### src/cpr_defs.vh
// Constants for the core power control register block.
// Assumes inclusion by its bare name from the design files of this block.
`ifndef CPR_DEFS_VH
`define CPR_DEFS_VH

// Register width and reset value.
`define CPR_REG_W 64
`define CPR_REG_RESET 64'h0000000000000000

// Field positions.
`define CPR_EVT_DLY_HI 9
`define CPR_EVT_DLY_LO 7
`define CPR_INT_DLY_HI 6
`define CPR_INT_DLY_LO 4
`define CPR_PWRDN_BIT 0

// Bits that hold state; all others read as zero.
`define CPR_WRITE_MASK 64'h00000000000003F1

// Access decode.
`define CPR_OP0 2'h3
`define CPR_OP1 3'h0
`define CPR_CRN 4'hF
`define CPR_CRM 4'h2
`define CPR_OP2 3'h7

// Privilege levels.
`define CPR_LVL_USER 2'h0
`define CPR_LVL_KERNEL 2'h1
`define CPR_LVL_HYP 2'h2
`define CPR_LVL_MON 2'h3

// Trap syndrome class.
`define CPR_SYNDROME 6'h18

// Retention delays in system counter ticks per code.
`define CPR_TICKS_1 10'h002
`define CPR_TICKS_2 10'h008
`define CPR_TICKS_3 10'h020
`define CPR_TICKS_4 10'h040
`define CPR_TICKS_5 10'h080
`define CPR_TICKS_6 10'h100
`define CPR_TICKS_7 10'h200
`define CPR_TICK_CNT_W 10

`endif

### src/cpr_ret_timer.v
// Retention delay timer counting system counter ticks during a wait state.
// Assumes tick_i is a one-cycle pulse on clk_sys_i and active_i a same-clock level.
`timescale 1ns/1ps
`default_nettype none
`include "cpr_defs.vh"

module cpr_ret_timer (
   // Clock and reset.
   input wire clk_sys_i,
   input wire rst_n_i,
   // Control.
   input wire active_i,
   input wire [2:0] code_i,
   input wire tick_i,
   // Status.
   output reg expired_o
);

   reg [`CPR_TICK_CNT_W-1:0] count_q;
   reg [`CPR_TICK_CNT_W-1:0] count_d;
   wire [`CPR_TICK_CNT_W-1:0] target;

   // Maps a delay code to the number of ticks it requires.
   function [`CPR_TICK_CNT_W-1:0] ticks_for;
      input [2:0] code;
      begin
         case (code)
            3'h1: ticks_for = `CPR_TICKS_1;
            3'h2: ticks_for = `CPR_TICKS_2;
            3'h3: ticks_for = `CPR_TICKS_3;
            3'h4: ticks_for = `CPR_TICKS_4;
            3'h5: ticks_for = `CPR_TICKS_5;
            3'h6: ticks_for = `CPR_TICKS_6;
            3'h7: ticks_for = `CPR_TICKS_7;
            default: ticks_for = {`CPR_TICK_CNT_W{1'b0}};
         endcase
      end
   endfunction

   assign target = ticks_for(code_i);

   // Counts ticks only while waiting; leaving the wait state clears the count.
   always @* begin
      count_d = count_q;
      if (!active_i || code_i == 3'h0) begin
         count_d = {`CPR_TICK_CNT_W{1'b0}};
      end else if (tick_i && count_q < target) begin
         count_d = count_q + 10'h001;
      end
   end

   always @(posedge clk_sys_i or negedge rst_n_i) begin
      if (!rst_n_i) begin
         count_q <= {`CPR_TICK_CNT_W{1'b0}};
         expired_o <= 1'b0;
      end else begin
         count_q <= count_d;
         expired_o <= active_i && code_i != 3'h0 && count_d >= target;
      end
   end

endmodule // cpr_ret_timer

`default_nettype wire

### src/cpr_core_power_ctrl.v
// Core power control register with access checks and dynamic retention timing.
// Assumes access requests, wait-state levels and trap controls come from core logic on clk_sys_i;
// the system counter tick level comes from another domain.
//
// Contract
// 64-bit register, all bits reset to zero.
// Event-wait delay field bits 9:7, zero disables.
// Interrupt-wait delay field bits 6:4, zero disables.
// Delay counts system ticks, then retention entered.
// Bit 0 requests power down on wait.
// User level access is undefined.
// Kernel access traps to hypervisor if trap bit.
// Write traps to hypervisor without its enable.
// Else write traps to monitor without enable.
// Hyp/monitor reads return; monitor writes always.
// Decode op0 3, op1 0, CRn 15, CRm 2, op2 7.
// Count restarts per wait; early wake abandons.
// Reserved bits read zero, ignore writes.
`timescale 1ns/1ps
`default_nettype none
`include "cpr_defs.vh"

module cpr_core_power_ctrl (
   // Clock and reset.
   input wire clk_sys_i,
   input wire rst_n_i,
   // System register access request.
   input wire sr_req_i,
   input wire sr_write_i,
   input wire [1:0] sr_op0_i,
   input wire [2:0] sr_op1_i,
   input wire [3:0] sr_crn_i,
   input wire [3:0] sr_crm_i,
   input wire [2:0] sr_op2_i,
   input wire [1:0] sr_level_i,
   input wire [63:0] sr_wdata_i,
   // Trap controls held elsewhere in the core.
   input wire hyp_enabled_i,
   input wire impl_register_trap_i,
   input wire hyp_power_register_write_enable_i,
   input wire mon_power_register_write_enable_i,
   // Access answer.
   output reg sr_ack_o,
   output reg sr_hit_o,
   output reg [63:0] sr_rdata_o,
   output reg sr_undef_o,
   output reg sr_trap_o,
   output reg [1:0] sr_trap_level_o,
   output reg [5:0] sr_syndrome_o,
   // Wait state and system counter.
   input wire wait_for_event_i,
   input wire wait_for_interrupt_i,
   input wire sys_tick_level_i,
   // Power controller side.
   output reg core_powerdown_request_o,
   output reg retention_request_o,
   output reg [63:0] core_power_control_o
);

   reg [63:0] ctrl_q;
   reg tick_meta_q;
   reg tick_sync_q;
   reg tick_prev_q;
   reg in_wait_q;
   reg kind_q;
   wire tick_pulse;
   wire decode_hit;
   wire in_wait;
   wire new_entry;
   wire timer_active;
   wire [2:0] sel_code;
   wire timer_expired;
   reg undef_d;
   reg trap_d;
   reg [1:0] trap_level_d;
   reg do_write_d;

   // Recognises the access encoding of this register.
   function match_encoding;
      input [1:0] op0;
      input [2:0] op1;
      input [3:0] crn;
      input [3:0] crm;
      input [2:0] op2;
      begin
         match_encoding = op0 == `CPR_OP0 && op1 == `CPR_OP1 && crn == `CPR_CRN &&
                          crm == `CPR_CRM && op2 == `CPR_OP2;
      end
   endfunction

   assign decode_hit = sr_req_i && match_encoding(sr_op0_i, sr_op1_i, sr_crn_i, sr_crm_i, sr_op2_i);

   // Privilege checks in priority order.
   always @* begin
      undef_d = 1'b0;
      trap_d = 1'b0;
      trap_level_d = `CPR_LVL_USER;
      do_write_d = 1'b0;
      case (sr_level_i)
         `CPR_LVL_USER: begin
            undef_d = 1'b1;
         end
         `CPR_LVL_KERNEL: begin
            if (hyp_enabled_i && impl_register_trap_i) begin
               trap_d = 1'b1;
               trap_level_d = `CPR_LVL_HYP;
            end else if (sr_write_i && hyp_enabled_i && !hyp_power_register_write_enable_i) begin
               trap_d = 1'b1;
               trap_level_d = `CPR_LVL_HYP;
            end else if (sr_write_i && !mon_power_register_write_enable_i) begin
               trap_d = 1'b1;
               trap_level_d = `CPR_LVL_MON;
            end else begin
               do_write_d = sr_write_i;
            end
         end
         `CPR_LVL_HYP: begin
            if (sr_write_i && hyp_enabled_i && !hyp_power_register_write_enable_i) begin
               trap_d = 1'b1;
               trap_level_d = `CPR_LVL_HYP;
            end else if (sr_write_i && !mon_power_register_write_enable_i) begin
               trap_d = 1'b1;
               trap_level_d = `CPR_LVL_MON;
            end else begin
               do_write_d = sr_write_i;
            end
         end
         `CPR_LVL_MON: begin
            do_write_d = sr_write_i;
         end
         default: begin
            undef_d = 1'b1;
         end
      endcase
   end

   // Register storage and access answer.
   always @(posedge clk_sys_i or negedge rst_n_i) begin
      if (!rst_n_i) begin
         ctrl_q <= `CPR_REG_RESET;
         sr_ack_o <= 1'b0;
         sr_hit_o <= 1'b0;
         sr_rdata_o <= 64'h0000000000000000;
         sr_undef_o <= 1'b0;
         sr_trap_o <= 1'b0;
         sr_trap_level_o <= 2'h0;
         sr_syndrome_o <= 6'h00;
      end else begin
         sr_ack_o <= sr_req_i;
         sr_hit_o <= decode_hit;
         sr_undef_o <= decode_hit && undef_d;
         sr_trap_o <= decode_hit && trap_d;
         sr_trap_level_o <= (decode_hit && trap_d) ? trap_level_d : 2'h0;
         sr_syndrome_o <= (decode_hit && trap_d) ? `CPR_SYNDROME : 6'h00;
         if (decode_hit && !sr_write_i && !undef_d && !trap_d) begin
            sr_rdata_o <= ctrl_q;
         end else begin
            sr_rdata_o <= 64'h0000000000000000;
         end
         if (decode_hit && do_write_d) begin
            ctrl_q <= sr_wdata_i & `CPR_WRITE_MASK;
         end
      end
   end

   // System counter tick crossing and edge detect.
   always @(posedge clk_sys_i or negedge rst_n_i) begin
      if (!rst_n_i) begin
         tick_meta_q <= 1'b0;
         tick_sync_q <= 1'b0;
         tick_prev_q <= 1'b0;
      end else begin
         tick_meta_q <= sys_tick_level_i;
         tick_sync_q <= tick_meta_q;
         tick_prev_q <= tick_sync_q;
      end
   end

   assign tick_pulse = tick_sync_q && !tick_prev_q;

   // Wait-state tracking; a new entry or a change of wait kind restarts the count.
   assign in_wait = wait_for_event_i || wait_for_interrupt_i;
   assign new_entry = in_wait && (!in_wait_q || kind_q != wait_for_interrupt_i);
   assign timer_active = in_wait && !new_entry;
   assign sel_code = wait_for_interrupt_i ? ctrl_q[`CPR_INT_DLY_HI:`CPR_INT_DLY_LO]
                                          : ctrl_q[`CPR_EVT_DLY_HI:`CPR_EVT_DLY_LO];

   always @(posedge clk_sys_i or negedge rst_n_i) begin
      if (!rst_n_i) begin
         in_wait_q <= 1'b0;
         kind_q <= 1'b0;
      end else begin
         in_wait_q <= in_wait;
         kind_q <= wait_for_interrupt_i;
      end
   end

   cpr_ret_timer u_ret_timer (
      .clk_sys_i(clk_sys_i),
      .rst_n_i(rst_n_i),
      .active_i(timer_active),
      .code_i(sel_code),
      .tick_i(tick_pulse),
      .expired_o(timer_expired)
   );

   // Power controller outputs.
   always @(posedge clk_sys_i or negedge rst_n_i) begin
      if (!rst_n_i) begin
         core_powerdown_request_o <= 1'b0;
         retention_request_o <= 1'b0;
         core_power_control_o <= `CPR_REG_RESET;
      end else begin
         core_powerdown_request_o <= ctrl_q[`CPR_PWRDN_BIT];
         retention_request_o <= timer_expired && in_wait;
         core_power_control_o <= ctrl_q;
      end
   end

endmodule // cpr_core_power_ctrl

`default_nettype wire

### config.mk
export PLATFORM = sky130hd
export DESIGN_NAME = cpr_core_power_ctrl
export DESIGN_NICKNAME = d
export VERILOG_FILES = /design/src/cpr_ret_timer.v /design/src/cpr_core_power_ctrl.v
export VERILOG_INCLUDE_DIRS = /design/src
export SDC_FILE = /design/constraint.sdc
export NUM_CORES = 1
export LEC_CHECK = 0
export BUFFER_PORTS_ARGS = -buffer_cell sky130_fd_sc_hd__buf_2
export CORE_AREA = 2 2 92 94
export DETAILED_ROUTE_END_ITERATION = 10
export DIE_AREA = 0 0 94 96
export GPL_TIMING_DRIVEN = 0
export PLACE_DENSITY_LB_ADDON = 0.1
export SLEW_MARGIN = 20
export SYNTH_ARGS = -nofsm -noshare
export SYNTH_HDL_FRONTEND = slang
export SYNTH_SLANG_ARGS = --single-unit
### constraint.sdc
create_clock -name clk_sys_i -period 4.2 [get_ports clk_sys_i]
set_input_delay 0.63 -clock clk_sys_i [delete_from_list [all_inputs] [get_ports clk_sys_i]]
set_output_delay 0.63 -clock clk_sys_i [all_outputs]
set_load 0.1 [all_outputs]
==> results.sh, run 1 <==
export IMPL_status="finished, final reports clean"
export IMPL_power_leakage_nw=2.48
export IMPL_cp_max_fo=10
export IMPL_drc=0
export IMPL_fin_nets=623
export IMPL_timing_hold_ws_ns=0.310
export IMPL_grt_pass1_vias=2085
export IMPL_area_growth_pct=32.9
export IMPL_required_ns=4.38
export IMPL_drt_first_pass_iters=5
export IMPL_yosysTopAreaCellShare=0.346
export IMPL_post_route_period_util=0.945
export IMPL_grt_max_degree=45
export IMPL_critical_path_class="in2reg"
export IMPL_via_count=2422
export IMPL_grt_pass1_wl_um=9450
export IMPL_nFillCells=757
export IMPL_cts_buffer_depth=2
export IMPL_vias_per_cell=3.92
export IMPL_hpwlAfterDp_um=5370
export IMPL_die_area_um2=9020
export IMPL_seq_power_share=0.314
export IMPL_cts_buffers=5
export IMPL_synth_area_leaders="dfrtp_1 (35%), buf_4 (29%), ha_1 (7.1%)"
export IMPL_clkPwrFrac=0.241
export IMPL_max_stage_delay_ns=0.39
export IMPL_final_setup_tns_ns=0
export IMPL_tightest_slew_ns=0.538
export IMPL_cts_tree="yes"
export IMPL_clockRootBuffer="clkbuf_8"
export IMPL_stdcell_area_um2=4230
export IMPL_r2r_cells=17
export IMPL_setup_ws_ns=0.233
export IMPL_cp_cell_sequence="buf_2, buf_4, mux2i_1, nand2_1, ha_1, a2111oi_2, nor3_2, a211oi_4, buf_4, nand4_1, xor2_1, nor2_1, ha_1, nor2_1, nor2_2, o21ai_0, a31o_1, o221a_1, o31ai_1"
export IMPL_core_um2=8050
export IMPL_async_flop_share=1.00
export IMPL_start_util=0.395
export IMPL_ys_warn_count=0
export IMPL_die_w_um=94
export IMPL_period_minus_slack_ns=3.97
export IMPL_synth_seq_area_share=0.346
export IMPL_fmax_mhz=252
export IMPL_pre_cts_slack_ns=-0.350
export IMPL_clock_skew_ns=0.00344
export IMPL_synthMostInstantiatedCell="buf_4"
export IMPL_r2r_end="u_ret_timer.expired_o$_DFF_PN0_"
export IMPL_track_usage=0.133
export IMPL_rows=33
export IMPL_first_iter_violations=90
export IMPL_cp_slowest_cell="a2111oi_2"
export IMPL_diodes=0
export IMPL_wire_per_inst_um=10.5
export IMPL_reg2reg_from="ctrl_q[8]$_DFFE_PN0P_"
export IMPL_hp_class="in2async"
export IMPL_placed_area_um2=4050
export IMPL_h_tree_depth=2
export IMPL_synth_commonest_cells="buf_4 (121), dfrtp_1 (44), ha_1 (18)"
export IMPL_grt_antenna_before_repair=0
export IMPL_gp_congestion=0.795
export IMPL_syn_area_per_cell_um2=9.82
export IMPL_p_sw_w=0.000659
export IMPL_synth_edf_count=0
export IMPL_relSlewSlack=0.638
export IMPL_port_buffers=59
export IMPL_synth_area_leader_cell="dfrtp_1"
export IMPL_slew_viol_final=0
export IMPL_finalHoldViolCount=0
export IMPL_die_h_um=96
export IMPL_drv_cap=0
export IMPL_power_density_nw_per_um2=322
export IMPL_finalWirelength_um=6480
export IMPL_swShare=0.484
export IMPL_gr_total_overflow=0
export IMPL_power_w=0.00136
export IMPL_clkLatencyLatePin_ns=0.30
export IMPL_drive_gt1_frac=0.409
export IMPL_ant_nets=0
export IMPL_power_frac_comb=0.444
export IMPL_endpoint_kind="register"
export IMPL_io_pins=235
export IMPL_cts_clk_slew_worst_paths_ns=0.09
export IMPL_synth_cell_types=51
export IMPL_ir_worst_vdd_mv=0.169
export IMPL_ys_flop_type="dfrtp_1"
export IMPL_synth_ff_latch_count=44
export IMPL_worstSetupStartpointType="input pin"
export IMPL_regToRegSetupSlack_ns=0.34
export IMPL_finalSetupViolations=0
export IMPL_syn_area_um2=3180
export IMPL_critPathArrivalTime_ns=4.14
export IMPL_synthCells=324
export IMPL_intPower_w=0.000703
export IMPL_cts_sinks=44
==> kinds of logic after synthesis <==
kind of cell | share of synthesized area
buf+inv | 0.303
simple gates | 0.153
flops | 0.346
compound gates | 0.0704
fa+ha+maj | 0.0708
mux | 0.0346
xor+xnor | 0.0220
other cells | 0.00118
==> routing by layer <==
metal | up-vias | part of all wire | track usage
li1 | 1235 | - | -
met1 | 1067 | 0.39 | 0.159
met2 | 114 | 0.52 | 0.238
met3 | 6 | 0.083 | 0.0337
met4 | 0 | 0.011 | 0.0399
met5 | - | 0 | 0
==> area by class of cell <==
| type | count | area (um2) | share of cell area |
|---|---|---|---|
| multi-input cells | 262 | 1580 | 0.374 |
| flip-flops and latches | 44 | 1100 | 0.260 |
| plain buffers | 123 | 921 | 0.218 |
| repair buffers | 64 | 335 | 0.0793 |
| well taps | 105 | 131 | 0.0311 |
| clock buffers | 5 | 68.8 | 0.0163 |
| clock inverters | 3 | 46.3 | 0.0109 |
| inverters | 12 | 45.0 | 0.0107 |
==> worst max-delay path: cells and delay by family <==
kind / cells / cell delay (ns)
AOI/OAI and AO/OA: 6 / 1.24
and+or+nand+nor: 6 / 0.76
xor gates and xnor gates: 1 / 0.16
adders and majority gates: 2 / 0.59
buffers and inverters: 3 / 0.51
muxes: 1 / 0.24
==> how the worst max path moves through the flow <==
stage,to,depth (start not counted),start,slack (ns)
final,u_ret_timer.expired_o$_DFF_PN0_,19,wait_for_interrupt_i,0.23
after global routing,u_ret_timer.expired_o$_DFF_PN0_,19,wait_for_interrupt_i,-0.02
after CTS,u_ret_timer.expired_o$_DFF_PN0_,18,wait_for_interrupt_i,0.03
after detailed placement,u_ret_timer.expired_o$_DFF_PN0_,18,wait_for_interrupt_i,-0.35
after global placement,u_ret_timer.expired_o$_DFF_PN0_,18,wait_for_interrupt_i,-0.25
after floorplan,u_ret_timer.expired_o$_DFF_PN0_,17,wait_for_interrupt_i,0.48
==> placed cells by master, fill, tap and decap left out, types with 2 or more instances in the layout <==
| master | instances |
|---|---|
| nor4_1 | 2 |
| or2_2 | 2 |
| nand4_1 | 7 |
| a2111oi_2 | 2 |
| mux2i_1 | 2 |
| a21oi_1 | 4 |
| nor3b_1 | 3 |
| ha_1 | 18 |
| inv_1 | 11 |
| clkbuf_8 | 5 |
| buf_2 | 58 |
| o21ai_0 | 7 |
| nor3_1 | 7 |
| and2_1 | 8 |
| nor2_1 | 13 |
| dfrtp_1 | 44 |
| mux2_1 | 7 |
| xnor2_1 | 2 |
| xor2_1 | 6 |
| nand2b_1 | 2 |
| nand3_1 | 7 |
| and3_1 | 5 |
| conb_1 | 118 |
| nand2_1 | 12 |
| buf_4 | 128 |
| nand3b_1 | 2 |
| nor4_4 | 2 |
==> power groups by stage <==
stage / clock (W) / sequential, W / combinational (W)
6_report: 0.000329 / 0.000428 / 0.000605
3_3_place_gp: 0 / 0.000436 / 0.000596
5_1_grt: 0.000357 / 0.000428 / 0.000625
3_5_place_dp: 0 / 0.000437 / 0.000597
4_1_cts: 0.000343 / 0.000428 / 0.000597
2_1_floorplan: 0 / 0.000442 / 0.000560
==> metrics by stage <==
stage,instances,utilization
4_1_cts,613,0.518
3_3_place_gp,605,0.503
5_1_grt,618,0.525
3_5_place_dp,605,0.503
6_report,618,0.525
2_1_floorplan,441,-
==> state kept, by name, indices dropped and copies added, names as in the netlist, 2 cells and up <==
name,count
sr_rdata_o,7
sr_trap_level_o,2
ctrl_q,7
u_ret_timer.count_q,10
core_power_control_o,7
==> repair_timing <==
action,4_1_cts,5_1_grt
hold buffers,0,0
gates resized for setup,1,6
pin swaps,0,5
buffers inserted,0,5
endpoints found under the setup margin,1,1
No activity file was read; power rests on OpenSTA's default activity.
==> run 2, diff against run 1 <==
--- a/config.mk
+++ b/config.mk
@@ -7,9 +7,9 @@
 export NUM_CORES = 1
 export LEC_CHECK = 0
 export BUFFER_PORTS_ARGS = -buffer_cell sky130_fd_sc_hd__buf_2
-export CORE_AREA = 2 2 92 94
+export CORE_AREA = 2 2 91 93
 export DETAILED_ROUTE_END_ITERATION = 10
-export DIE_AREA = 0 0 94 96
+export DIE_AREA = 0 0 93 95
 export GPL_TIMING_DRIVEN = 0
 export PLACE_DENSITY_LB_ADDON = 0.1
 export SLEW_MARGIN = 20
==> constraint.sdc (replaced) <==
create_clock -name clk_sys_i -period 5 [get_ports clk_sys_i]
set_input_delay 0.75 -clock clk_sys_i [delete_from_list [all_inputs] [get_ports clk_sys_i]]
set_output_delay 0.75 -clock clk_sys_i [all_outputs]
set_load 0.1 [all_outputs]
==> results.sh, run 2 (synthesized netlist as in run 1, its figures left out) <==
export IMPL_setup_ws_ns=0.526
export IMPL_power_leakage_nw=2.46
export IMPL_final_common_cell="buf_4"
export IMPL_vias_per_cell=3.87
export IMPL_final_util=0.528
export IMPL_via_count=2378
export IMPL_finalHoldViolCount=0
export IMPL_clockRootBuffer="clkbuf_8"
export IMPL_power_density_nw_per_um2=275
export IMPL_multi_input_area_um2=1560
export IMPL_required_ns=5.21
export IMPL_largest_reg_flops=10
export IMPL_clkLatencyLatePin_ns=0.30
export IMPL_hp_class="in2async"
export IMPL_cp_slowest_cell="a211oi_2"
export IMPL_post_route_period_util=0.895
export IMPL_cts_tree="yes"
export IMPL_ant_nets=0
export IMPL_die_w_um=93
export IMPL_critPathArrivalTime_ns=4.68
export IMPL_port_buffers=59
export IMPL_hpwlAfterDp_um=5430
export IMPL_cts_buffer_depth=2
export IMPL_track_usage=0.140
export IMPL_fin_nets=619
export IMPL_cp_buffers_inverters=2
export IMPL_drt_first_pass_iters=4
export IMPL_cts_buffers=5
export IMPL_finalSetupViolations=0
export IMPL_dp_cells=605
export IMPL_relSlewSlack=0.624
export IMPL_cts_setup_buffers=0
export IMPL_cp_cell_sequence="buf_2, buf_2, mux2_2, o21ai_0, ha_1, a21oi_1, o211ai_1, a211oi_2, nand4_1, xor2_1, nor2_1, ha_1, nand4_1, nor2_1, o21ai_0, a31o_1, o221a_1, o31ai_1"
export IMPL_period_minus_slack_ns=4.47
export IMPL_finalWirelength_um=6500
export IMPL_grt_antenna_before_repair=0
export IMPL_max_stage_delay_ns=0.53
export IMPL_grt_pass1_vias=2145
export IMPL_die_area_um2=8840
export IMPL_critical_path_class="in2reg"
export IMPL_status="finished, final reports clean"
export IMPL_cts_clk_slew_worst_paths_ns=0.09
export IMPL_worstSetupStartpointType="input pin"
export IMPL_regArea_um2=1100
export IMPL_diodes=0
export IMPL_rsz0062_at_grt="false"
export IMPL_fmax_mhz=224
export IMPL_grt_pass1_wl_um=9850
export IMPL_io_pins=235
export IMPL_h_tree_depth=2
export IMPL_grt_max_degree=45
export IMPL_drv_cap=0
export IMPL_gp_congestion=0.756
export IMPL_tightest_slew_ns=0.559
export IMPL_die_h_um=95
export IMPL_cts_sinks=44
export IMPL_slew_viol_final=0
export IMPL_top_register="u_ret_timer.count_q"
export IMPL_final_setup_tns_ns=0
export IMPL_ir_worst_vdd_mv=0.156
export IMPL_start_util=0.402
export IMPL_first_iter_violations=76
export IMPL_pre_cts_slack_ns=0.205
export IMPL_cts_hold_buf=0
export IMPL_area_growth_pct=31.4
export IMPL_wire_per_inst_um=10.6
export IMPL_drc=0
export IMPL_final_cells=614
export IMPL_nFillCells=765
export IMPL_cp_max_fo=10
export IMPL_clock_skew_ns=0.0116
export IMPL_mostFrequentLayoutCells="buf_4 (121), conb_1 (118), buf_2 (60)"
export IMPL_gr_total_overflow=0
export IMPL_rows=33
export IMPL_core_um2=7930
export IMPL_drive_gt1_frac=0.401
export IMPL_cts_resized=0
export IMPL_crit_family="compound AO/OA/AOI/OAI gates"
export IMPL_endpoint_kind="register"
==> run 2: changes by cell type in the layout (fill, tap and decap cells not counted), sizes merged <==
cell,change
buf,-4
==> run 2: path summary, 6_finish.rpt <==
| path | start | endpoint | slack (ns) | cells after the start |
|---|---|---|---|---|
| max | wait_for_interrupt_i | u_ret_timer.expired_o$_DFF_PN0_ | 0.53 | 18 |
| min | rst_n_i | u_ret_timer.count_q[5]$_DFF_PN0_ | 0.32 | 1 |
| max reg2reg | ctrl_q[8]$_DFFE_PN0P_ | u_ret_timer.expired_o$_DFF_PN0_ | 0.84 | 17 |
| min reg2reg | tick_meta_q$_DFF_PN0_ | tick_sync_q$_DFF_PN0_ | 0.36 | 0 |
| max in group asynchronous | rst_n_i | sr_ack_o$_DFF_PN0_ | 4.20 | 2 |
| min in group clk_sys_i | tick_meta_q$_DFF_PN0_ | tick_sync_q$_DFF_PN0_ | 0.36 | 0 |
==> run 2: layout make-up <==
cell class,count,share of cell area
Inverter,12,0.0108
Clock buffer,5,0.0164
Tap cell,105,0.0314
Multi-Input combinational cell,262,0.372
Clock inverter,3,0.0111
Sequential cell,44,0.263
Timing Repair Buffer,60,0.0754
Buffer,123,0.219
==> run 2: metrics by stage <==
stage          area, um2  power, W  hold WS [ns]
2_1_floorplan       3620  0.000842         0.331
3_3_place_gp        4050  0.000867         0.337
3_5_place_dp        4050  0.000868         0.337
4_1_cts             4160   0.00115         0.364
5_1_grt             4180   0.00119         0.333
6_report            4180   0.00115         0.321
==> run 2: power by group <==
group / switching, W / leakage (nW) / internal (W)
clock: 0.000131 / 0.0548 / 0.000151
combinational: 0.000427 / 1.80 / 0.0000819
sequential: 0.00000104 / 0.599 / 0.000358
==> run 2: routing by layer <==
layer | GRT usage | routed length (um)
met1 | 0.178 | 2680
met2 | 0.234 | 3240
met3 | 0.0383 | 468
met4 | 0.0441 | 102
met5 | 0 | 0
==> run 3, diff against run 2 <==
--- a/config.mk
+++ b/config.mk
@@ -7,9 +7,10 @@
 export NUM_CORES = 1
 export LEC_CHECK = 0
 export BUFFER_PORTS_ARGS = -buffer_cell sky130_fd_sc_hd__buf_2
-export CORE_AREA = 2 2 91 93
+export CELL_PAD_IN_SITES_DETAIL_PLACEMENT = 0
+export CELL_PAD_IN_SITES_GLOBAL_PLACEMENT = 2
+export CORE_UTILIZATION = 23
 export DETAILED_ROUTE_END_ITERATION = 10
-export DIE_AREA = 0 0 93 95
 export GPL_TIMING_DRIVEN = 0
 export PLACE_DENSITY_LB_ADDON = 0.1
 export SLEW_MARGIN = 20
==> results.sh, run 3 (synthesized netlist as in run 1, its figures left out) <==
export IMPL_vias_per_cell=3.49
export IMPL_power_frac_comb=0.406
export IMPL_power_density_nw_per_um2=289
export IMPL_top_register="u_ret_timer.count_q"
export IMPL_power_leakage_nw=2.47
export IMPL_gp_congestion=0.739
export IMPL_start_util=0.238
export IMPL_cts_buffers=5
export IMPL_grt_max_degree=45
export IMPL_intPower_w=0.000677
export IMPL_p_sw_w=0.000569
export IMPL_final_common_cell="buf_4"
export IMPL_largest_reg_flops=10
export IMPL_period_minus_slack_ns=4.46
export IMPL_grt_pass1_wl_um=10700
export IMPL_hp_class="reg2reg"
export IMPL_slew_viol_final=0
export IMPL_fmax_mhz=224
export IMPL_core_um2=13300
export IMPL_setup_ws_ns=0.543
export IMPL_critPathArrivalTime_ns=4.63
export IMPL_drive_gt1_frac=0.400
export IMPL_die_area_um2=14300
export IMPL_via_count=2386
export IMPL_finalHoldViolCount=0
export IMPL_cts_buffer_depth=2
export IMPL_hpwlAfterDp_um=5790
export IMPL_required_ns=5.18
export IMPL_drt_first_pass_iters=4
export IMPL_clkLatencyLatePin_ns=0.29
export IMPL_post_route_period_util=0.891
export IMPL_worstSetupStartpointType="input pin"
export IMPL_drc=0
export IMPL_area_growth_pct=35.5
export IMPL_seq_power_share=0.289
export IMPL_mostFrequentLayoutCells="buf_4 (122), conb_1 (118), buf_2 (59)"
export IMPL_grt_antenna_before_repair=0
export IMPL_cts_hold_buf=0
export IMPL_cp_max_fo=10
export IMPL_clockRootBuffer="clkbuf_16"
export IMPL_diodes=0
export IMPL_status="finished, final reports clean"
export IMPL_fin_nets=618
export IMPL_cts_sinks=44
export IMPL_cts_clk_slew_worst_paths_ns=0.06
export IMPL_port_buffers=59
export IMPL_wire_per_inst_um=10.2
export IMPL_ant_nets=0
export IMPL_rsz0062_at_grt="false"
export IMPL_relSlewSlack=0.581
export IMPL_h_tree_depth=2
export IMPL_pre_cts_slack_ns=0.189
export IMPL_critical_path_class="in2reg"
export IMPL_ir_worst_vdd_mv=0.117
export IMPL_gr_total_overflow=0
export IMPL_cts_setup_buffers=0
export IMPL_first_iter_violations=70
export IMPL_finalWirelength_um=6960
export IMPL_grt_pass1_vias=2103
export IMPL_clkPwrFrac=0.305
export IMPL_finalSetupViolations=0
export IMPL_drv_cap=0
export IMPL_io_pins=235
export IMPL_endpoint_kind="register"
export IMPL_track_usage=0.0966
export IMPL_cts_resized=0
export IMPL_die_h_um=120
export IMPL_cts_tree="yes"
export IMPL_swShare=0.457
export IMPL_clock_skew_ns=0.00793
export IMPL_rows=42
export IMPL_final_setup_tns_ns=0
export IMPL_tightest_slew_ns=0.625
export IMPL_die_w_um=120
## run 3: changes by cell type in the layout (fill, tap and decap cells not counted), sizes merged
cell  previous run  this run
buf            182       181
## run 3: worst max-delay path, cell delays in order
cell and delay (ns):
buf_2 0.15, buf_2 0.23, mux2_2 0.39, o21ai_0 0.17, ha_1 0.32, a21oi_1 0.13
o211ai_1 0.25, a211oi_2 0.60, nand4_1 0.19, xor2_1 0.17, nor2_1 0.08, ha_1 0.31
nand4_1 0.14, nor2_1 0.20, o21ai_0 0.12, a31o_1 0.23, o221a_1 0.11, o31ai_1 0.08
## run 3: final timing paths
check	from	end	slack, ns	depth (start not counted)
worst max-delay path	wait_for_interrupt_i	u_ret_timer.expired_o$_DFF_PN0_	0.54	18
worst min-delay path	tick_meta_q$_DFF_PN0_	tick_sync_q$_DFF_PN0_	0.35	0
worst max register to register	ctrl_q[8]$_DFFE_PN0P_	u_ret_timer.expired_o$_DFF_PN0_	0.92	17
worst min register to register	tick_meta_q$_DFF_PN0_	tick_sync_q$_DFF_PN0_	0.35	0
max in group asynchronous	rst_n_i	kind_q$_DFF_PN0_	4.15	1
min in group asynchronous	rst_n_i	u_ret_timer.count_q[7]$_DFF_PN0_	0.45	1
## run 3: power groups by stage
stage	logic (W)	clock network, W	registers (W)
after floorplan	0.000470	0	0.000371
after global placement	0.000502	0	0.000367
after detailed placement	0.000503	0	0.000367
after CTS	0.000503	0.000391	0.000360
after global routing	0.000521	0.000407	0.000360
final	0.000506	0.000380	0.000360
## run 3: cell type report
| class | instances | area, um2 |
|---|---|---|
| sequential | 44 | 1100 |
| inverter | 12 | 45.0 |
| fill | 1435 | 9040 |
| clock buffer | 5 | 125 |
| buffer | 123 | 918 |
| timing repair buffer | 59 | 298 |
| multi-input combinational | 262 | 1560 |
| clock inverter | 3 | 46.3 |
| tap | 176 | 220 |
## run 3: layer usage
metal,up-vias,global-route usage,routed length (um)
met3,4,0.0385,611
met2,85,0.164,3460
met1,1064,0.115,2840
li1,1233,-,-
met4,0,0.0188,44
met5,-,0,0
## run 3: per-stage QoR
step	std cells	total power [W]	cell area (um2)	hold WS, ns	utilization
after floorplan	441	0.000842	3620	0.331	-
after global placement	676	0.000869	4140	0.342	0.310
after detailed placement	676	0.000869	4140	0.347	0.310
after CTS	684	0.00125	4310	0.362	0.323
after global routing	684	0.00129	4310	0.363	0.323
final	684	0.00125	4310	0.355	0.323
